### src/cpu_mode_consts.svh
// How it works
// Operating mode comes from the mode pins, never from software.
// Only advanced mode exists; small-address mode cannot be selected.
// Small-address mode would limit reach to 64 kbytes.
// Small-address mode would keep only the low 16 address bits.
// Pointer increment or decrement carry always propagates into the upper half.
// Small-address vector table starts at zero with 16-bit entries.
// Small-address indirect branch fetches a 16-bit word from 0 to 0xFF.
// Interrupt control mode 0 never stacks the extended control register.
// Advanced mode gives linear access to 16 Mbytes.
// Upper halves work alone or as the top of 32-bit registers.
// Advanced vectors are 32-bit; top 8 bits are ignored.
// Advanced indirect branch fetches a longword; top 8 bits read as zero.
// Advanced exception entry skips the extended register when invalid.
// Calls push the counter; exceptions push counter, flags, extended register.
// Register add and subtract take one state.
// Unsigned multiply takes 3 states byte-wise, 4 word-wise.
// Divide takes 12 states byte-wise, 20 word-wise.
// Signed multiply takes 4 states byte-wise, 5 word-wise.
// Instruction fetch forces the counter's lowest bit to zero.
// Mode pins are sampled at reset and held until next reset; here the mode is fixed advanced and o_mode_err follows the pins live.
`ifndef CPU_MODE_CONSTS_SVH
`define CPU_MODE_CONSTS_SVH
`define ADV_ADDR_W 24
`define SMALL_ADDR_W 16
`define SMALL_ADDR_MASK 24'h00_ffff
`define VEC_BASE 24'h00_0000
`define IND_AREA_LAST 24'h00_00ff
`define VEC_SHIFT_ADV 2
`define VEC_SHIFT_SMALL 1
`define ST_ADDSUB 5'h01
`define ST_MULU_B 5'h03
`define ST_MULU_W 5'h04
`define ST_MULS_B 5'h04
`define ST_MULS_W 5'h05
`define ST_DIV_B 5'h0c
`define ST_DIV_W 5'h14
`define MODE_PIN_ADV 2'h1
`endif

### src/cpu_mode_pkg.sv
`default_nettype none
package cpu_mode_pkg;
   typedef enum logic [2:0] {
      OP_ADDSUB = 3'h0,
      OP_MULU_B = 3'h1,
      OP_MULU_W = 3'h2,
      OP_MULS_B = 3'h3,
      OP_MULS_W = 3'h4,
      OP_DIV_B = 3'h5,
      OP_DIV_W = 3'h6,
      OP_NONE = 3'h7
   } alu_op_t;
   typedef enum logic [1:0] {
      ST_IDLE = 2'h0,
      ST_BUSY = 2'h1
   } run_state_t;
   typedef struct packed {
      logic [31:0] wide_general_register;
      logic inc;
      logic dec;
      logic [2:0] step;
   } ptr_req_t;
   typedef struct packed {
      logic mode_adv;
      logic mode_valid;
      run_state_t state;
      logic [4:0] count;
      logic done;
      logic [31:0] ptr;
      logic [23:0] effective_address;
      logic [23:0] fetch_addr;
      logic [23:0] branch_target;
      logic [23:0] vec_addr;
      logic [2:0] push_mask;
   } core_state_t;
endpackage
`default_nettype wire
### src/cpu_mode_address_logic.sv
`timescale 1ns/1ps
`default_nettype none
`include "cpu_mode_consts.svh"
module cpu_mode_address_logic (
   // Clock and reset
   input wire logic i_ref_clk,
   input wire logic i_rst,
   // Mode pins
   input wire logic [1:0] i_mode_pins,
   // Address generation
   input wire logic [23:0] i_ea_raw,
   input wire logic [23:0] i_program_counter,
   input wire cpu_mode_pkg::ptr_req_t i_ptr,
   // Vector and memory indirect operand
   input wire logic [7:0] i_vec_num,
   input wire logic [7:0] i_ind_addr,
   input wire logic [31:0] i_ind_operand,
   input wire logic i_ind_valid,
   // Exception entry
   input wire logic i_call,
   input wire logic i_exc,
   input wire logic [1:0] i_int_ctrl_mode,
   input wire logic i_ext_reg_valid,
   // Execution timing
   input wire logic i_op_start,
   input wire cpu_mode_pkg::alu_op_t i_op,
   // Outputs
   output logic o_mode_adv,
   output logic o_mode_err,
   output logic [23:0] o_effective_address,
   output logic [23:0] o_fetch_addr,
   output logic [31:0] o_ptr_next,
   output logic [23:0] o_vec_addr,
   output logic [23:0] o_ind_ptr_addr,
   output logic [23:0] o_branch_target,
   output logic [2:0] o_push_mask,
   output logic o_busy,
   output logic o_done
);
   import cpu_mode_pkg::*;
   core_state_t s_q;
   core_state_t s_d;
   logic [4:0] op_states;
   logic [31:0] step32;
   logic mode_req_adv;

   // Decoded continuously; pins still drive o_mode_err after capture
   assign mode_req_adv = (i_mode_pins == `MODE_PIN_ADV);

   always_comb begin
      unique case (i_op)
         OP_ADDSUB: op_states = `ST_ADDSUB;
         OP_MULU_B: op_states = `ST_MULU_B;
         OP_MULU_W: op_states = `ST_MULU_W;
         OP_MULS_B: op_states = `ST_MULS_B;
         OP_MULS_W: op_states = `ST_MULS_W;
         OP_DIV_B: op_states = `ST_DIV_B;
         OP_DIV_W: op_states = `ST_DIV_W;
         OP_NONE: op_states = 5'h00;
      endcase
   end

   always_comb begin
      s_d = s_q;
      step32 = {29'h0000_0000, i_ptr.step};
      s_d.done = 1'b0;
      // Set advanced mode, whatever the pins, on the first edge after release, then freeze it
      if (!s_q.mode_valid) begin
         s_d.mode_valid = 1'b1;
         s_d.mode_adv = 1'b1;
      end
      // Full 32-bit add so carries reach the upper half in any mode
      if (i_ptr.inc) begin
         s_d.ptr = i_ptr.wide_general_register + step32;
      end else if (i_ptr.dec) begin
         s_d.ptr = i_ptr.wide_general_register - step32;
      end else begin
         s_d.ptr = i_ptr.wide_general_register;
      end
      // Next-state mode, so the first edge after reset already decodes advanced
      if (s_d.mode_adv) begin
         s_d.effective_address = i_ea_raw;
         s_d.vec_addr = `VEC_BASE + {14'h0000, i_vec_num, 2'h0};
         s_d.branch_target = {i_ind_operand[23:0]};
      end else begin
         s_d.effective_address = i_ea_raw & `SMALL_ADDR_MASK;
         s_d.vec_addr = `VEC_BASE + {15'h0000, i_vec_num, 1'h0};
         s_d.branch_target = {8'h00, i_ind_operand[15:0]};
      end
      if (!i_ind_valid) begin
         s_d.branch_target = s_q.branch_target;
      end
      s_d.fetch_addr = {i_program_counter[23:1], 1'b0};
      // Bit 0 counter, bit 1 flags, bit 2 extended register
      if (i_exc) begin
         s_d.push_mask = {i_ext_reg_valid && (i_int_ctrl_mode != 2'h0), 2'h3};
      end else if (i_call) begin
         s_d.push_mask = 3'h1;
      end else begin
         s_d.push_mask = 3'h0;
      end
      unique case (s_q.state)
         ST_IDLE: begin
            if (i_op_start && op_states != 5'h00) begin
               if (op_states == 5'h01) begin
                  s_d.done = 1'b1;
               end else begin
                  s_d.count = op_states - 5'h01;
                  s_d.state = ST_BUSY;
               end
            end
         end
         ST_BUSY: begin
            s_d.count = s_q.count - 5'h01;
            if (s_q.count == 5'h01) begin
               s_d.done = 1'b1;
               s_d.state = ST_IDLE;
            end
         end
      endcase
   end

   always_ff @(posedge i_ref_clk or posedge i_rst) begin
      if (i_rst) begin
         s_q <= '0;
      end else begin
         s_q <= s_d;
      end
   end

   assign o_mode_adv = s_q.mode_adv;
   // Flags a strap requesting the unsupported mode; the core still runs advanced
   assign o_mode_err = s_q.mode_valid && !mode_req_adv;
   assign o_effective_address = s_q.effective_address;
   assign o_fetch_addr = s_q.fetch_addr;
   assign o_ptr_next = s_q.ptr;
   assign o_vec_addr = s_q.vec_addr;
   assign o_ind_ptr_addr = {16'h0000, i_ind_addr};
   assign o_branch_target = s_q.branch_target;
   assign o_push_mask = s_q.push_mask;
   assign o_busy = (s_q.state == ST_BUSY);
   assign o_done = s_q.done;
endmodule
`default_nettype wire

### config.mk
export PLATFORM = sky130hd
export DESIGN_NAME = cpu_mode_address_logic
export DESIGN_NICKNAME = d
export VERILOG_FILES = /design/src/cpu_mode_pkg.sv /design/src/cpu_mode_address_logic.sv
export VERILOG_INCLUDE_DIRS = /design/src
export SDC_FILE = /design/constraint.sdc
export NUM_CORES = 1
export LEC_CHECK = 0
export ABC_AREA = 1
export BUFFER_PORTS_ARGS = -buffer_cell sky130_fd_sc_hd__buf_2
export CAP_MARGIN = 40
export CORE_ASPECT_RATIO = 0.75
export CORE_UTILIZATION = 44
export CTS_CLUSTER_DIAMETER = 80
export DETAILED_ROUTE_END_ITERATION = 10
export PLACE_DENSITY_LB_ADDON = 0.08
export SYNTH_ARGS = -nofsm -noshare
export SYNTH_HDL_FRONTEND = slang
export SYNTH_SLANG_ARGS = --single-unit
### constraint.sdc
create_clock -name i_ref_clk -period 3.45 [get_ports i_ref_clk]
set_input_delay 0.1725 -clock i_ref_clk [delete_from_list [all_inputs] [get_ports i_ref_clk]]
set_output_delay 0.1725 -clock i_ref_clk [all_outputs]
set_load 0.05 [all_outputs]
==> results of run 1 <==
[metrics by stage]
step | cells | utilization, % | cell area (µm²) | setup slack [ns] | total power (W)
after floorplan | 877 | - | 7180 | 1.75 | 0.00266
after global placement | 1166 | 48.4 | 7490 | 1.54 | 0.00276
after detailed placement | 1166 | 48.4 | 7490 | 1.53 | 0.00276
after CTS | 1283 | 57.8 | 8940 | 1.41 | 0.00463
after global routing | 1284 | 57.9 | 8950 | 1.22 | 0.00480
final | 1284 | 57.9 | 8950 | 1.40 | 0.00457
[worst min-delay path: cells and delay by family]
kind / cells / cell delay, ns
buffers and inverters: 2 / 0.17
AND/OR/NAND/NOR: 1 / 0.05
[sequential cells by signal, summed over array words and instances (netlist names)]
signal	cells
o_mode_adv	1
o_branch_target	24
o_ptr_next	32
o_effective_address	24
o_vec_addr	9
o_fetch_addr	23
o_done	1
s_q	7
o_push_mask	3
[layout by cell type, fill, tap and decap left out, types with 5 or more instances in the layout]
master / n
a21oi_1: 8
buf_2: 248
clkbuf_16: 17
clkinvlp_4: 5
conb_1: 33
dfrtp_1: 124
dlygate4sd3_1: 88
ha_1: 11
inv_1: 99
mux2_2: 16
nand2_1: 174
nand2_2: 7
nand3_1: 53
nand4_1: 9
nor2_1: 76
nor2_2: 6
nor3_1: 12
o21ai_0: 29
o21ai_1: 7
xor2_1: 15
[per-layer routing]
metal | global-route usage, % | up-vias
met4 | 5.57 | 0
met1 | 28.6 | 2567
met2 | 34.9 | 196
met3 | 5.90 | 17
met5 | 0 | -
li1 | - | 2880
[cell type report]
class / count / area, µm² / area share [%]
clock buffer: 19 / 433 / 4.84
timing repair buffer: 340 / 2160 / 24.2
sequential: 124 / 3100 / 34.7
tap: 205 / 256 / 2.87
inverter: 104 / 394 / 4.40
clock inverter: 11 / 148 / 1.65
multi-input combinational: 481 / 2450 / 27.4
[power by group]
part / switching, W / internal (W)
Sequential: 0.0000595 / 0.00159
Clock: 0.000627 / 0.00112
Combinational: 0.000825 / 0.000344
[what timing repair did]
item                                    4_1_cts  5_1_grt
endpoints found under the hold margin       208        1
hold buffers                                 87        1
endpoints found under the setup margin        0        0
[logic make-up after synthesis]
kind of cell	share of synthesized area, %
AO/OA/AOI/OAI	4.38
XOR/XNOR	2.23
adder cells (fa/ha/maj)	2.52
buffers and inverters	23.0
flip-flops	43.9
multiplexers	2.55
other	0.106
AND/OR/NAND/NOR	21.3
[worst min path at each step]
stage                               start                       to  slack (ns)  cells past startpoint
global placement    i_program_counter[23]         o_fetch_addr[23]        0.28                      1
global route                 i_ea_raw[23]  o_effective_address[23]      0.0002                      3
finish                       i_ea_raw[23]  o_effective_address[23]        0.01                      3
CTS                          i_ea_raw[22]  o_effective_address[22]       0.001                      3
floorplan                     i_ea_raw[0]   o_effective_address[0]        0.20                      0
detailed placement  i_program_counter[15]         o_fetch_addr[15]        0.28                      1
==> results.yml, run 1 <==
synthesis:
  synthMostInstantiatedCell: "nand2_1"
  synth.area.top_cells: "dfrtp_1, buf_4, nand2_1"
  synth-seq-cells: 124
  synth-edff-count: 0
  avgSynthCellArea_um2: 8.35
  yosys_warnings: 0
  async_reset_ff_share_pct: 100
  synth_area_um2: 7060
  yosysTopAreaCellShare_pct: 43.9
  synth_top_area_cell: "dfrtp_1"
  ys.flop_type: "dfrtp_1"
  synthCells: 846
  synthDistinctLibCells: 38
  synth-seq-area-share_pct: 43.9
  synth_common_cells: "nand2_1, buf_4, dfrtp_1"
route:
  detail-route-antenna-nets: 0
  met3_length_um: 1130
  drt-initial-drc-count: 368
  num_vias: 5660
  wl_um: 17000
  dr_wl_met2_um: 8000
  drtPass1Iterations: 5
  top_layer: "met4"
  wire_per_inst_um: 13.3
  m1WireLength_um: 7730
  drc_errors: 0
  vias_per_cell: 4.41
clock_network:
  path_clk_slew_ns: 0.06
  clkLatencyLatePin_ns: 0.42
  clk_path_buf_depth: 2
  cts_num_sinks: 124
  h-tree-depth: 4
  root_buffer: "clkbuf_16"
  cts_buffers: 17
  cts_setup_buffers: 0
  cts-resized-gates: 0
  cts_tree: "yes"
power_and_ir_drop:
  p_leak_nw: 4.74
  power_density_nw_per_um2: 510
  peakVddDrop_mv: 0.272
setup_path:
  rrSetupSlack_ns: 1.43
  path_cells: "dlygate4sd3_1 > buf_2 > inv_1 > ha_1 > fa_1 > nor2_1 > nor2_1 > nand2_1 > nand2_2 > nand2_2 > o21ai_1 > nand2_1 > inv_1"
  rr_worst_depth: 6
  critPathMaxFanout: 4
  worst_setup_path_end_kind: "register"
  crit_path_start: "i_ptr[5]"
  crit_required_ns: 3.76
  crit_type: "input port to register"
  cp_top_family: "simple AND/OR/NAND/NOR gates"
  crit_cells: 13
  critPathCapture: "o_ptr_next[20]"
  slowest_stage: "dlygate4sd3_1"
  start_kind: "input port"
  slowest_delay_ns: 0.51
  path_buf_inv: 4
  regToRegEndpoint: "o_vec_addr[7]"
  critical_path_arrival_ns: 2.36
  regToRegStartpoint: "o_mode_adv"
final_layout:
  nNetsFinal: 1228
  layout-drive-gt1-share_pct: 30.1
  n_antenna_cell: 0
  n_fill_cell: 1468
  area_delta_synth_final_pct: 26.7
die:
  row_count: 39
  die_y_um: 112
  io_pins: 306
  die_area_um2: 16600
  initial_utilization_pct: 45.7
  core_um2: 15500
  die_w_um: 148
global_route:
  grt_usage_pct: 21.6
  overflow: 0
  grt_pass1_wl_um: 27700
  grt_max_degree: 81
  antenna_found_initial: 0
  first_global_vias: 5496
timing:
  whs_ns: 0.0120
  fin_setup_tns_ns: 0
  rsz0062_at_grt: "false"
  fmax_ghz: 0.487
  slew_viol_final: 0
  finalClockSkew_ns: 0.0110
  slew_headroom_pct: 59.9
  fin_crit_ns: 2.05
  min_period_over_period_pct: 59.5
  worst_slew_pin_slew_ns: 0.602
  hold_violations: 0
  setup_viol: 0
job:
  max-cap-violations: 0
place:
  io_buffers: 248
  gp_congestion: 0.841
  dp_hpwl_um: 12700
run_status:
  status: "finished clean"
worst_hold_path:
  hold_path.class: "input port to register"
Power figures use the tool's default switching activity.
==> inputs of run 2 (changes only) <==
==> constraint.sdc (replaced) <==
create_clock -name i_ref_clk -period 1.8 [get_ports i_ref_clk]
set_input_delay 0.09 -clock i_ref_clk [delete_from_list [all_inputs] [get_ports i_ref_clk]]
set_output_delay 0.09 -clock i_ref_clk [all_outputs]
set_load 0.05 [all_outputs]
==> run 2 against run 1 <==
- combinational power rose by 97%
- final cell count up 2.1%
- clock-buffer cell count unchanged
- largest power group unchanged
- sequential share of layout area fell by 1.1 points
- non-clock buffer count grew 26
- register-to-register slack worse by 0.96 ns
- critical path type unchanged
- setup slack worse by 1.1 ns
- sequential power grew 92%
- largest cell class unchanged
- worst hold slack better by 0.020 ns
==> results.yml, run 2 (same netlist as run 1, synthesis figures left out) <==
run_status:
  status: "finished clean"
die:
  io_pins: 306
  row_count: 39
  die_w_um: 148
  die_y_um: 112
  die_area_um2: 16600
  core_um2: 15500
  initial_utilization_pct: 45.7
final_layout:
  n_antenna_cell: 0
  final_cell_mix: "buf_2, nand2_1, dfrtp_1, dlygate4sd3_1, inv_1"
  nNetsFinal: 1254
  layout-drive-gt1-share_pct: 30.1
  final_common_cell: "buf_2"
  largest_reg_flops: 32
  n_fill_cell: 1378
  multi_input_area_um2: 2450
  area_delta_synth_final_pct: 30.7
  seq_area_um2: 3100
  finalNonFillerCells: 1311
timing:
  min_period_over_period_pct: 83.8
  setup_viol: 0
  whs_ns: 0.0317
  fmax_ghz: 0.663
  slew_headroom_pct: 54.7
  slew_viol_final: 0
  finalClockSkew_ns: 0.00856
  rsz0062_at_grt: "false"
  fin_crit_ns: 1.51
  hold_violations: 0
  worst_slew_pin_slew_ns: 0.680
clock_network:
  clk_path_buf_depth: 2
  root_buffer: "clkbuf_16"
  clkLatencyLatePin_ns: 0.42
  cts-resized-gates: 0
  h-tree-depth: 4
  cts_num_sinks: 124
  cts_tree: "yes"
  cts_buffers: 17
  path_clk_slew_ns: 0.06
global_route:
  grt_pass1_wl_um: 29000
  grt_usage_pct: 22.6
  overflow: 0
  antenna_found_initial: 0
  first_global_vias: 5837
  grt_max_degree: 71
route:
  wl_um: 17800
  wire_per_inst_um: 13.6
  drtPass1Iterations: 5
  drt-initial-drc-count: 349
  num_vias: 5837
  detail-route-antenna-nets: 0
  vias_per_cell: 4.45
  drc_errors: 0
setup_path:
  regToRegStartpoint: "o_mode_adv"
  cp_top_family: "simple AND/OR/NAND/NOR gates"
  rrSetupSlack_ns: 0.47
  crit_cells: 12
  crit_type: "input port to register"
  path_buf_inv: 3
  crit_path_start: "i_ptr[20]"
  cp_common_cell: "nand2_1"
  slowest_delay_ns: 0.53
  critical_path_arrival_ns: 1.82
  rr_worst_depth: 4
  slowest_stage: "dlygate4sd3_1"
  crit_required_ns: 2.11
  worst_setup_path_end_kind: "register"
  critPathMaxFanout: 6
  path_cells: "dlygate4sd3_1 > buf_2 > inv_1 > nand2_1 > nor2_1 > nand3_1 > nand2_1 > o21ai_0 > nor2_1 > nand2_1 > nand2_1 > nand2_1"
  start_kind: "input port"
power_and_ir_drop:
  pwr-share-clk_pct: 39.2
  swShare_pct: 33.4
  power_switching_w: 0.00301
  peakVddDrop_mv: 0.603
  combPwrFrac_pct: 25.7
  power_density_nw_per_um2: 975
  intPower_w: 0.00600
  p_leak_nw: 4.87
  power_frac_seq_pct: 35.1
place:
  io_buffers: 248
  dp_hpwl_um: 13000
  gp_congestion: 0.877
  dp.cells: 1171
worst_hold_path:
  min_path_cells: 3
  min_from: "i_ptr[22]"
  hold_path.class: "input port to register"
job:
  max-cap-violations: 0
[run 2: power by group through the flow]
stage          clock network [W]  registers [W]  logic, W
2_1_floorplan                  0        0.00321   0.00189
3_3_place_gp                   0        0.00320   0.00210
3_5_place_dp                   0        0.00321   0.00211
4_1_cts                  0.00363        0.00316   0.00232
5_1_grt                  0.00376        0.00319   0.00251
6_report                 0.00353        0.00316   0.00231
[run 2: repair_timing]
action | in CTS | in global routing
endpoints found under the hold margin | 231 | 0
hold buffers | 109 | 0
buffers inserted | 0 | 0
[run 2: worst paths after layout]
kind	endpoint
worst max-delay path	o_ptr_next[30]
worst min-delay path	o_ptr_next[17]
worst max register to register	o_branch_target[16]
worst min register to register	o_branch_target[10]
max in group asynchronous	o_branch_target[20]
min in group asynchronous	o_fetch_addr[8]
[run 2: final cells by class]
cell class,count,area share [%]
Sequential cell,124,33.6
Inverter,104,4.27
Clock inverter,12,1.75
Tap cell,205,2.78
Timing Repair Buffer,366,26.1
Multi-Input combinational cell,481,26.6
Clock buffer,19,4.91
[run 2: tightest hold or removal path, cell delays in order]
cell and delay (ns):
buf_2 0.15, nand3_1 0.09, nand2_1 0.07
[run 2: routing by layer]
layer / global-route usage [%] / up-vias / routed length (µm)
li1: - / 2930 / -
met1: 29.2 / 2651 / 7950
met2: 37.1 / 238 / 8460
met3: 6.07 / 18 / 1220
met4: 6.05 / 0 / 200
met5: 0 / - / 0
[run 2: through the flow]
stage | setup slack (ns) | utilization [%] | instance area (µm²) | TNS, ns | total power, W
after global routing | 0.124 | 59.7 | 9230 | 0 | 0.00946
final | 0.292 | 59.7 | 9230 | 0 | 0.00901
after CTS | 0.323 | 59.7 | 9230 | 0 | 0.00911
after detailed placement | -0.0301 | 48.7 | 7530 | -0.0890 | 0.00532
after global placement | -0.0161 | 48.7 | 7530 | -0.0161 | 0.00530
after floorplan | 0.185 | - | 7180 | 0 | 0.00509
